### src/design/pmr_pkg.sv
// Shared constants, encodings and carrier types of the power-mode and reset sequencer.
package pmr_pkg;

	// ========================================================================
	// Register map, one aligned word each.
	localparam logic [7:0] OFS_CTRL = 8'h00;
	localparam logic [7:0] OFS_SRAM = 8'h04;
	localparam logic [7:0] OFS_MODE = 8'h08;
	localparam logic [7:0] OFS_CAUSE = 8'h0c;

	// ========================================================================
	// Control register fields and reset value.
	localparam int CTRL_LVD_EN = 0;
	localparam int CTRL_HVD_EN = 1;
	localparam int CTRL_SCG_LOC_EN = 2;
	localparam int CTRL_SCG_LOL_EN = 3;
	localparam int CTRL_BUS_CLK_EN = 4;
	localparam int CTRL_SWITCH_OUT_EN = 5;
	localparam int CTRL_W = 6;
	localparam logic [5:0] CTRL_RST = 6'h11;
	localparam logic [31:0] SRAM_RST = 32'hffffffff;

	// ========================================================================
	// Low-power mode request codes written to the mode register.
	localparam logic [2:0] REQ_SLEEP = 3'h1;
	localparam logic [2:0] REQ_DEEP_SLEEP = 3'h2;
	localparam logic [2:0] REQ_POWER_DOWN = 3'h3;
	localparam logic [2:0] REQ_DEEP_POWER_DOWN = 3'h4;

	// ========================================================================
	// Timing.
	localparam int HCLK_PERIOD_NS = 40;
	localparam int SWITCH_WAKE_NS = 1000;
	localparam int SWITCH_WAKE_CYC = (SWITCH_WAKE_NS + HCLK_PERIOD_NS - 1) / HCLK_PERIOD_NS;
	localparam int RST_HOLD_CYC = 16;
	localparam int TIMEOUT_TICKS = 8192;

	// ========================================================================
	// Sequencer states, one-hot.
	typedef enum logic [9:0] {
		ST_ACTIVE = 10'h001,
		ST_SLEEP = 10'h002,
		ST_PARTIAL = 10'h004,
		ST_LP_ENTRY = 10'h008,
		ST_DEEP_SLEEP = 10'h010,
		ST_POWER_DOWN = 10'h020,
		ST_DEEP_POWER_DOWN = 10'h040,
		ST_RST_HOLD = 10'h080,
		ST_RST_WAIT = 10'h100,
		ST_CONFIG = 10'h200
	} pmr_state_e;

	// Recorded cause of the latest reset.
	typedef enum logic [4:0] {
		CAUSE_NONE = 5'h00,
		CAUSE_POR = 5'h01,
		CAUSE_PIN = 5'h02,
		CAUSE_LVD = 5'h03,
		CAUSE_HVD = 5'h04,
		CAUSE_WAKEUP = 5'h05,
		CAUSE_DEBUG_PORT = 5'h06,
		CAUSE_RST_TIMEOUT = 5'h07,
		CAUSE_LP_TIMEOUT = 5'h08,
		CAUSE_CLOCK_GEN = 5'h09,
		CAUSE_SOFTWARE = 5'h0a,
		CAUSE_WATCHDOG_A = 5'h0b,
		CAUSE_WATCHDOG_B = 5'h0c,
		CAUSE_LOCKUP = 5'h0d,
		CAUSE_JTAG = 5'h0e,
		CAUSE_SECURITY = 5'h0f
	} pmr_cause_e;

	// ========================================================================
	// Carriers.
	typedef struct packed {
		logic low_voltage_detector;
		logic high_voltage_detector;
		logic clock_loss;
		logic lock_loss;
		logic watchdog_a;
		logic watchdog_b;
		logic software_req;
		logic lockup;
		logic debug_access_port;
		logic jtag_req;
		logic security_violation_reset;
	} pmr_rst_src_s;

	typedef struct packed {
		logic irq;
		logic bus_wake;
		logic bus_done;
		logic core_wake;
		logic gpio;
		logic always_on_system_domain;
	} pmr_wake_src_s;

	typedef struct packed {
		logic cpu_halt;
		logic core_clk_en;
		logic sys_clk_en;
		logic bus_clk_en;
		logic core_pwr_en;
		logic core_reg_en;
		logic sys_reg_en;
	} pmr_pwr_ctl_s;

endpackage

### src/design/pmr_sequencer.sv
// Power-mode and reset sequencer with an AHB-Lite register slave.
`timescale 1ns/1ps
`default_nettype none

// Behaviour
// - Any reset ends in Active after configuration load.
// - Every reset source returns to Active.
// - Sleep halts CPU, gates core clock only.
// - Interrupt or wake event leaves Sleep.
// - Partial wake runs bus master, then sleeps.
// - Deep Sleep retains registers; SRAM per-block retention.
// - Core, GPIO or always-on events wake Deep Sleep.
// - Deep Power Down gates core and regulator.
// - Deep Power Down exits only through reset.
// - Power Down exits only through reset.
// - Wake reset for domains that were off.
// - Low external reset pin resets device.
// - Power-on reset resets every domain.
// - Reset acknowledge missing over 8192 ticks resets.
// - Missing low-power acknowledge over 8192 ticks resets.
// - Enabled clock loss or lock loss resets.
// - Low-voltage detector enabled by default, resets.
// - High-voltage detector disabled by default, resets.
// - Each watchdog expiry causes its own reset.
// - Software system-reset request resets device.
// - Processor lockup resets device.
// - Debug port or JTAG requests reset.
// - Security violation causes security reset.
module pmr_sequencer
	import pmr_pkg::*;
#(
	parameter int SRAM_BLOCKS = 8,
	parameter int TIMEOUT_LIMIT = TIMEOUT_TICKS
) (
	input wire logic hclk,
	input wire logic hresetn,
	input wire logic hsel,
	input wire logic [31:0] haddr,
	input wire logic [1:0] htrans,
	input wire logic hwrite,
	input wire logic [2:0] hsize,
	input wire logic [31:0] hwdata,
	input wire logic hready,
	output logic hreadyout,
	output logic hresp,
	output logic [31:0] hrdata,
	input wire logic ext_reset_n,
	input wire logic switch_wake_n,
	input wire logic rtc_clk_32k,
	input wire pmr_rst_src_s rst_src,
	input wire pmr_wake_src_s wake_src,
	input wire logic lp_ack,
	input wire logic rst_ack,
	input wire logic cfg_done,
	output logic sys_reset_n,
	output logic wake_reset_n,
	output logic lp_req,
	output logic cfg_load,
	output logic switch_on,
	output logic switched_supply_out_en,
	output pmr_pwr_ctl_s pwr_ctl,
	output logic [SRAM_BLOCKS-1:0] sram_pwr_en,
	output logic [SRAM_BLOCKS-1:0] sram_retain
);

	// ========================================================================
	// Elaboration checks.
	if (SRAM_BLOCKS < 1 || SRAM_BLOCKS > 32) begin : g_bad_sram
		$error("SRAM_BLOCKS must lie between 1 and 32.");
	end
	if (TIMEOUT_LIMIT < 1 || TIMEOUT_LIMIT > 32767) begin : g_bad_timeout
		$error("TIMEOUT_LIMIT must lie between 1 and 32767.");
	end

	localparam logic [14:0] TICK_LIMIT = 15'(TIMEOUT_LIMIT);
	localparam logic [5:0] WAKE_CYC = 6'(SWITCH_WAKE_CYC);
	localparam logic [4:0] HOLD_CYC = 5'(RST_HOLD_CYC);

	// ========================================================================
	// All state of the block.
	typedef struct packed {
		pmr_state_e state;
		logic [2:0] lp_target;
		logic [CTRL_W-1:0] ctrl;
		logic [31:0] sram_cfg;
		pmr_cause_e cause;
		logic wake_rst;
		logic [4:0] hold_cnt;
		logic [14:0] ticks;
		logic a_valid;
		logic a_write;
		logic [7:0] a_addr;
		logic [31:0] rdata;
		logic [2:0] pin_s;
		logic pin_f;
		logic [2:0] wk_s;
		logic wk_f;
		logic [5:0] wk_cnt;
		logic [2:0] rtc_s;
		logic rtc_f;
		logic switch_on;
	} pmr_st_s;

	localparam pmr_st_s ST_RESET = '{
		state: ST_RST_HOLD,
		lp_target: 3'h0,
		ctrl: CTRL_RST,
		sram_cfg: SRAM_RST,
		cause: CAUSE_POR,
		wake_rst: 1'b1,
		hold_cnt: 5'h00,
		ticks: 15'h0000,
		a_valid: 1'b0,
		a_write: 1'b0,
		a_addr: 8'h00,
		rdata: 32'h00000000,
		pin_s: 3'h7,
		pin_f: 1'b1,
		wk_s: 3'h7,
		wk_f: 1'b1,
		wk_cnt: 6'h00,
		rtc_s: 3'h0,
		rtc_f: 1'b0,
		switch_on: 1'b1
	};

	pmr_st_s s;
	pmr_st_s next_s;
	logic rtc_tick;
	logic switch_wake;
	logic rst_req;
	pmr_cause_e rst_cause;
	logic powered_off;
	logic [31:0] rd_mux;
	logic [31:0] sram_mask;

	assign sram_mask = 32'((64'h1 << SRAM_BLOCKS) - 64'h1);
	assign powered_off = (s.state == ST_POWER_DOWN) || (s.state == ST_DEEP_POWER_DOWN);

	// Reset requests by fixed priority. While the core is off only always-on sources can act,
	// because the core-side sources are unpowered and would float.
	always_comb begin
		rst_req = 1'b1;
		rst_cause = CAUSE_NONE;
		if (!s.pin_f) begin
			rst_cause = CAUSE_PIN;
		end else if (s.ctrl[CTRL_LVD_EN] && rst_src.low_voltage_detector) begin
			rst_cause = CAUSE_LVD;
		end else if (s.ctrl[CTRL_HVD_EN] && rst_src.high_voltage_detector) begin
			rst_cause = CAUSE_HVD;
		end else if (s.state == ST_DEEP_POWER_DOWN && wake_src.always_on_system_domain) begin
			rst_cause = CAUSE_WAKEUP;
		end else if (s.state == ST_POWER_DOWN && switch_wake) begin
			rst_cause = CAUSE_WAKEUP;
		end else if (powered_off) begin
			rst_req = 1'b0;
		end else if (rst_src.security_violation_reset) begin
			rst_cause = CAUSE_SECURITY;
		end else if ((s.ctrl[CTRL_SCG_LOC_EN] && rst_src.clock_loss) ||
				(s.ctrl[CTRL_SCG_LOL_EN] && rst_src.lock_loss)) begin
			rst_cause = CAUSE_CLOCK_GEN;
		end else if (rst_src.watchdog_a) begin
			rst_cause = CAUSE_WATCHDOG_A;
		end else if (rst_src.watchdog_b) begin
			rst_cause = CAUSE_WATCHDOG_B;
		end else if (rst_src.lockup) begin
			rst_cause = CAUSE_LOCKUP;
		end else if (rst_src.debug_access_port) begin
			rst_cause = CAUSE_DEBUG_PORT;
		end else if (rst_src.jtag_req) begin
			rst_cause = CAUSE_JTAG;
		end else if (rst_src.software_req) begin
			rst_cause = CAUSE_SOFTWARE;
		end else begin
			rst_req = 1'b0;
		end
	end

	// Register read multiplexer; unmapped words read as zero.
	always_comb begin
		rd_mux = 32'h00000000;
		case (haddr[7:0])
			OFS_CTRL: rd_mux = {26'h0000000, s.ctrl};
			OFS_SRAM: rd_mux = s.sram_cfg & sram_mask;
			OFS_MODE: rd_mux = {19'h00000, s.lp_target, s.state};
			OFS_CAUSE: rd_mux = {26'h0000000, s.wake_rst, s.cause};
			default: rd_mux = 32'h00000000;
		endcase
	end

	// Filtered pin and clock events; the first synchroniser stage only feeds the second.
	assign rtc_tick = (s.rtc_s[1] == s.rtc_s[2]) && s.rtc_s[2] && !s.rtc_f;
	assign switch_wake = !s.wk_f && (s.wk_cnt == WAKE_CYC - 6'h01);

	// ========================================================================
	// Next-state logic.
	always_comb begin
		next_s = s;

		// Three-stage sampling of the asynchronous inputs.
		next_s.pin_s = {s.pin_s[1:0], ext_reset_n};
		next_s.wk_s = {s.wk_s[1:0], switch_wake_n};
		next_s.rtc_s = {s.rtc_s[1:0], rtc_clk_32k};
		if (s.pin_s[1] == s.pin_s[2]) begin
			next_s.pin_f = s.pin_s[2];
		end
		if (s.wk_s[1] == s.wk_s[2]) begin
			next_s.wk_f = s.wk_s[2];
		end
		if (s.rtc_s[1] == s.rtc_s[2]) begin
			next_s.rtc_f = s.rtc_s[2];
		end

		// A short glitch on the wake pin must not turn the switch on, so the low time is counted.
		if (s.wk_f) begin
			next_s.wk_cnt = 6'h00;
		end else if (s.wk_cnt != WAKE_CYC) begin
			next_s.wk_cnt = s.wk_cnt + 6'h01;
		end
		if (switch_wake) begin
			next_s.switch_on = 1'b1;
		end

		// Bus slave: capture address phase, answer reads from a flip-flop in the data phase.
		next_s.a_valid = hsel && hready && htrans[1];
		next_s.a_write = hwrite;
		next_s.a_addr = haddr[7:0];
		if (hsel && hready && htrans[1] && !hwrite) begin
			next_s.rdata = rd_mux;
		end
		if (s.a_valid && s.a_write) begin
			case (s.a_addr)
				OFS_CTRL: next_s.ctrl = hwdata[CTRL_W-1:0];
				OFS_SRAM: next_s.sram_cfg = hwdata & sram_mask;
				OFS_CAUSE: next_s.cause = CAUSE_NONE;
				default: next_s.ctrl = s.ctrl;
			endcase
		end

		// Mode sequencing.
		case (s.state)
			ST_ACTIVE: begin
				if (s.a_valid && s.a_write && s.a_addr == OFS_MODE &&
						hwdata[2:0] >= REQ_SLEEP && hwdata[2:0] <= REQ_DEEP_POWER_DOWN) begin
					next_s.lp_target = hwdata[2:0];
					next_s.ticks = 15'h0000;
					next_s.state = ST_LP_ENTRY;
				end
			end
			ST_LP_ENTRY: begin
				if (lp_ack) begin
					case (s.lp_target)
						REQ_SLEEP: next_s.state = ST_SLEEP;
						REQ_DEEP_SLEEP: next_s.state = ST_DEEP_SLEEP;
						REQ_POWER_DOWN: begin
							next_s.state = ST_POWER_DOWN;
							next_s.switch_on = 1'b0;
						end
						default: next_s.state = ST_DEEP_POWER_DOWN;
					endcase
				end else if (rtc_tick) begin
					next_s.ticks = s.ticks + 15'h0001;
				end
			end
			ST_SLEEP: begin
				if (wake_src.irq || wake_src.core_wake || wake_src.gpio ||
						wake_src.always_on_system_domain) begin
					next_s.state = ST_ACTIVE;
				end else if (wake_src.bus_wake) begin
					next_s.state = ST_PARTIAL;
				end
			end
			ST_PARTIAL: begin
				if (wake_src.irq) begin
					next_s.state = ST_ACTIVE;
				end else if (wake_src.bus_done) begin
					next_s.state = ST_SLEEP;
				end
			end
			ST_DEEP_SLEEP: begin
				if (wake_src.irq || wake_src.core_wake || wake_src.gpio ||
						wake_src.always_on_system_domain) begin
					next_s.state = ST_ACTIVE;
				end
			end
			ST_POWER_DOWN: next_s.state = s.state;
			ST_DEEP_POWER_DOWN: next_s.state = s.state;
			ST_RST_HOLD: begin
				if (s.hold_cnt == HOLD_CYC - 5'h01) begin
					next_s.ticks = 15'h0000;
					next_s.state = ST_RST_WAIT;
				end else begin
					next_s.hold_cnt = s.hold_cnt + 5'h01;
				end
			end
			ST_RST_WAIT: begin
				if (rst_ack) begin
					next_s.state = ST_CONFIG;
				end else if (rtc_tick) begin
					next_s.ticks = s.ticks + 15'h0001;
				end
			end
			ST_CONFIG: begin
				if (cfg_done) begin
					next_s.wake_rst = 1'b0;
					next_s.state = ST_ACTIVE;
				end
			end
			default: next_s.state = ST_RST_HOLD;
		endcase

		// Timeouts end in a reset of their own; the wait counts only always-on clock ticks.
		if (rtc_tick && s.ticks == TICK_LIMIT && s.state == ST_RST_WAIT) begin
			next_s.cause = CAUSE_RST_TIMEOUT;
			next_s.hold_cnt = 5'h00;
			next_s.state = ST_RST_HOLD;
		end
		if (rtc_tick && s.ticks == TICK_LIMIT && s.state == ST_LP_ENTRY && !lp_ack) begin
			next_s.cause = CAUSE_LP_TIMEOUT;
			next_s.hold_cnt = 5'h00;
			next_s.state = ST_RST_HOLD;
		end

		// Any reset source restarts the sequence; placed last so it wins over a cause clear.
		if (rst_req) begin
			next_s.cause = rst_cause;
			next_s.hold_cnt = 5'h00;
			next_s.state = ST_RST_HOLD;
			if (powered_off) begin
				next_s.wake_rst = 1'b1;
				next_s.switch_on = 1'b1;
			end
		end
	end

	// ========================================================================
	// State register; power-on reset starts the full sequence with every domain in reset.
	always_ff @(posedge hclk or negedge hresetn) begin
		if (!hresetn) begin
			s <= ST_RESET;
		end else begin
			s <= next_s;
		end
	end

	// ========================================================================
	// Bus answers: zero wait states, always OKAY.
	assign hreadyout = 1'b1;
	assign hresp = 1'b0;
	assign hrdata = s.rdata;

	// Reset and handshake outputs.
	assign sys_reset_n = (s.state != ST_RST_HOLD);
	assign wake_reset_n = !(s.wake_rst && s.state == ST_RST_HOLD);
	assign lp_req = (s.state == ST_LP_ENTRY);
	assign cfg_load = (s.state == ST_CONFIG);
	assign switch_on = s.switch_on;
	assign switched_supply_out_en = s.switch_on && s.ctrl[CTRL_SWITCH_OUT_EN];

	// Clock and power enables per mode. The bus clock stays up in partial wake so the
	// bus master can finish, whatever software chose for the bus clock.
	always_comb begin
		pwr_ctl.cpu_halt = !(s.state == ST_ACTIVE || s.state == ST_LP_ENTRY);
		pwr_ctl.core_clk_en = !pwr_ctl.cpu_halt || s.state == ST_CONFIG;
		pwr_ctl.sys_clk_en = !(s.state == ST_DEEP_SLEEP || powered_off);
		pwr_ctl.bus_clk_en = s.state == ST_PARTIAL ||
			(pwr_ctl.sys_clk_en && s.ctrl[CTRL_BUS_CLK_EN]);
		pwr_ctl.core_pwr_en = !powered_off;
		pwr_ctl.core_reg_en = !powered_off;
		pwr_ctl.sys_reg_en = (s.state != ST_POWER_DOWN);
	end

	// Per-block SRAM supply: a block without retention is shut in Deep Sleep, all are lost when powered off.
	for (genvar i = 0; i < SRAM_BLOCKS; i++) begin : g_sram
		assign sram_retain[i] = s.sram_cfg[i] && s.state == ST_DEEP_SLEEP;
		assign sram_pwr_en[i] = !powered_off && !(s.state == ST_DEEP_SLEEP && !s.sram_cfg[i]);
	end

endmodule

`default_nettype wire

### config.mk
export PLATFORM = sky130hd
export DESIGN_NAME = pmr_sequencer
export DESIGN_NICKNAME = d
export VERILOG_FILES = /design/src/design/pmr_pkg.sv /design/src/design/pmr_sequencer.sv
export SDC_FILE = /design/constraint.sdc
export NUM_CORES = 1
export LEC_CHECK = 0
export BUFFER_PORTS_ARGS = -buffer_cell sky130_fd_sc_hd__buf_2
export CAP_MARGIN = 40
export CORE_MARGIN = 3
export CORE_UTILIZATION = 52
export CTS_CLUSTER_DIAMETER = 120
export CTS_CLUSTER_SIZE = 28
export DETAILED_ROUTE_END_ITERATION = 10
export GPL_TIMING_DRIVEN = 1
export HOLD_SLACK_MARGIN = 0.15
export PLACE_DENSITY = 0.87
export SLEW_MARGIN = 20
export SYNTH_ARGS = -nofsm -noshare
export SYNTH_HDL_FRONTEND = slang
export SYNTH_SLANG_ARGS = --single-unit
### constraint.sdc
create_clock -name hclk -period 3.9 [get_ports hclk]
set_clock_uncertainty 0.05 [all_clocks]
set_input_delay 0.39 -clock hclk [delete_from_list [all_inputs] [get_ports hclk]]
set_output_delay 0.39 -clock hclk [all_outputs]
set_load 0.02 [all_outputs]
==> results.py <==
metrics = {
    "sta": {
        "setup_viol": 0,
        "setup_tns_ns": 0,
        "slew_headroom": 0.444,
        "hold_violations": 0,
        "period_minus_slack_ns": 3.49,
        "clock.fmax_mhz": 286,
        "period_share": 0.896,
        "rsz0062_at_grt": "no",
        "setup_slack_ns": 0.405,
        "maxSlewViolCount": 0,
        "max_slew.worst_pin.slew_ns": 0.827,
    },
    "logic_synthesis": {
        "yosysMostFrequentCell": "dfrtp_1",
        "ys_seq_area_frac": 0.464,
        "synth_xor_area_frac": 0.0188,
        "synth-edff-count": 0,
        "ys_warn_count": 0,
        "synth_simple_gate_area_frac": 0.235,
        "synth_top_family_by_area": "simple AND/OR/NAND/NOR gates",
        "synth.distinct_cells": 59,
        "synth_seq_cells": 94,
        "synth.top_cell.area_share": 0.351,
        "synth_compound_area_frac": 0.120,
        "yosys.area_share.adder": 0.0234,
        "synth_common_cells": "72 x dfrtp_1, 48 x nor2_1, 42 x nand2_1",
        "syn_area_per_cell_um2": 9.59,
        "synth_area_leaders": "dfrtp_1 35%, dfstp_2 11%, buf_4 5.1%",
        "postSynthCellCount": 535,
        "synth_flop_cell": "dfrtp_1",
        "yosys.area.top_type": "dfrtp_1",
        "netlist_area_um2": 5130,
        "synth.area.mux_share": 0.0544,
        "synthArstFlopShare": 1.00,
    },
    "drt": {
        "dr.pass1.iters": 7,
        "wirelength_mm": 12.8,
        "vias_per_cell": 5.93,
        "drcViolationCount": 0,
        "vias": 4407,
        "final_antenna_net_count": 0,
        "routedWlPerCell_um": 17.3,
        "first_iter_violations": 534,
    },
    "clock_tree": {
        "cts_root_buffer": "clkbuf_8",
        "cts_buffers": 9,
        "cts.repair.resized": 0,
        "insertion_delay_ns": 0.38,
        "clock-sinks": 94,
        "clockBufferDepth": 2,
        "htree_levels": 3,
        "cts_tree": "yes",
        "clk_pin_slew_ns": 0.09,
    },
    "min_path": {
        "whs_endpoint": "s[93]",
        "whs_path_depth": 2,
        "hp-class": "in2reg",
        "holdCritStartpoint": "hwdata[6]",
    },
    "power_and_ir_drop": {
        "power_frac_clock": 0.331,
        "pwr-share-comb": 0.086,
        "vdd_drop_max_v": 0.000164,
        "seq_power_share": 0.583,
        "total_power_mw": 1.78,
        "power.density_nw_per_um2": 309,
        "power.net_switching_mw": 0.470,
        "power_leakage_nw": 2.59,
        "cellInternalPower_mw": 1.31,
        "swShare": 0.264,
    },
    "die": {
        "num_rows": 35,
        "pin_count": 160,
        "die_w_um": 105,
        "coreArea_um2": 9420,
        "die_h_um": 105,
        "start_util": 0.545,
        "fp.dieArea_um2": 11100,
    },
    "critical_path": {
        "end_kind": "register",
        "r2r_cells": 6,
        "regToRegStartpoint": "s[132]",
        "crit_path_max_fanout": 18,
        "cp_data_required_time_ns": 4.16,
        "start_kind": "register",
        "crit_arrival_ns": 3.76,
        "worst_r2r_endpoint": "s[75]",
        "r2r_slack_ns": 0.41,
        "critPathKind": "reg2reg",
    },
    "global_routing": {
        "grt_util_all_layers": 0.233,
        "grt_use_met2": 0.386,
        "use_met3": 0.0472,
        "top_usage_layer": "met2",
        "grt_pass1_wl_mm": 20.8,
        "grt_overflow_total": 0,
        "grt_max_degree": 56,
        "antenna_found_initial": 0,
        "first_global_vias": 4229,
        "met1_usage": 0.302,
    },
    "placement": {
        "dp_slack_ns": 0.477,
        "place_hpwl_mm": 9.23,
        "portBuffers": 86,
        "place.gp.congestion": 0.903,
        "postPlaceCellArea_um2": 5480,
        "placed_cells": 714,
    },
    "finish": {
        "antenna_cells": 0,
        "drive_gt1_frac": 0.262,
        "seq_area_um2": 2380,
        "final_cell_area_um2": 5770,
        "final_net_count": 714,
        "multi_input_area_um2": 2390,
        "fillers": 766,
        "instances_no_fill": 743,
        "area_growth_pct": 12.5,
    },
    "outcome": {
        "status": "completed",
    },
    "flow_run": {
        "cap_violations": 0,
    },
}
-- cells by family after synthesis --
group                      Yosys count
muxes                               25
buffers and inverters               76
and+or+nand+nor                    224
AOI/OAI and AO/OA                   93
adders and majority gates           10
xor gates and xnor gates            11
other                                2
DFF                                 94
-- per-layer routing --
metal  vias up  part of all wire
met5         -                 0
met4         0             0.027
met3        42             0.084
met2       259              0.49
met1      2097              0.40
li1       2009                 -
-- how the worst max path moves through the flow --
stage / start / end / slack [ns]
after CTS: s[132] / s[75] / 0.38
after global routing: s[132] / s[71] / 0.32
after floorplan: s[132] / s[75] / 0.98
after global placement: s[132] / s[75] / 0.52
after detailed placement: s[132] / s[75] / 0.48
final: s[132] / s[75] / 0.41
-- power groups by stage --
stage,logic [mW],registers [mW],clock network (mW)
after floorplan,0.0970,1.04,0
after global placement,0.133,1.05,0
after detailed placement,0.144,1.05,0
after CTS,0.153,1.04,0.598
after global routing,0.171,1.04,0.639
final,0.154,1.04,0.589
-- cell usage in the layout (no fill, tap or decap), types with 4 or more instances in the layout --
cell type,synthesis,layout
dfrtp_1,72,72
or4_1,4,4
ha_1,8,8
clkbuf_8,0,9
nor4bb_1,5,5
dfstp_2,22,22
o22ai_1,7,7
a21oi_1,15,15
nor4b_1,4,4
a222oi_1,5,5
nor2b_1,5,5
nand2b_1,6,6
nor3_1,27,27
nand2_1,42,42
dlygate4sd3_1,0,11
mux2_2,23,23
a22o_1,7,7
nand4_1,13,13
xnor2_1,4,4
nor4_1,13,13
and2_1,14,14
o21a_1,5,5
inv_1,18,18
or2_2,6,6
conb_1,2,21
xor2_1,7,7
nor2_1,48,48
o21ai_0,29,29
or3_1,4,4
a211o_1,4,4
nand3_1,15,15
buf_2,2,87
nor3b_1,4,4
-- metrics by stage --
step,hold WS [ns],utilization
6_report,0.191,0.613
5_1_grt,0.189,0.613
4_1_cts,0.176,0.612
3_5_place_dp,0.297,0.582
3_3_place_gp,0.289,0.578
2_1_floorplan,0.0444,-
-- area by class of cell --
class,count,share of cell area
Multi-Input combinational cell,384,0.415
Clock inverter,6,0.00781
Sequential cell,94,0.412
Tap cell,129,0.0280
Timing Repair Buffer,102,0.103
Clock buffer,10,0.0221
Inverter,18,0.0117
-- sequential cells by signal, indices dropped and copies added, names as in the netlist --
register,cells
s,74
hrdata,13
next_s,6
switch_on,1
-- timing repair --
item	4_1_cts	5_1_grt
hold endpoints to repair	48	0
setup buffers	0	0
hold buffers	11	0
-- critical path: stages, from the launching register on --
cell	delay, ns
dfrtp_1	0.51
or4_1	0.70
or4_4	0.60
a311o_1	0.55
nand3b_4	0.36
or4_1	0.57
nand3_1	0.09
Note: power is estimated with default switching activity, not from simulation.
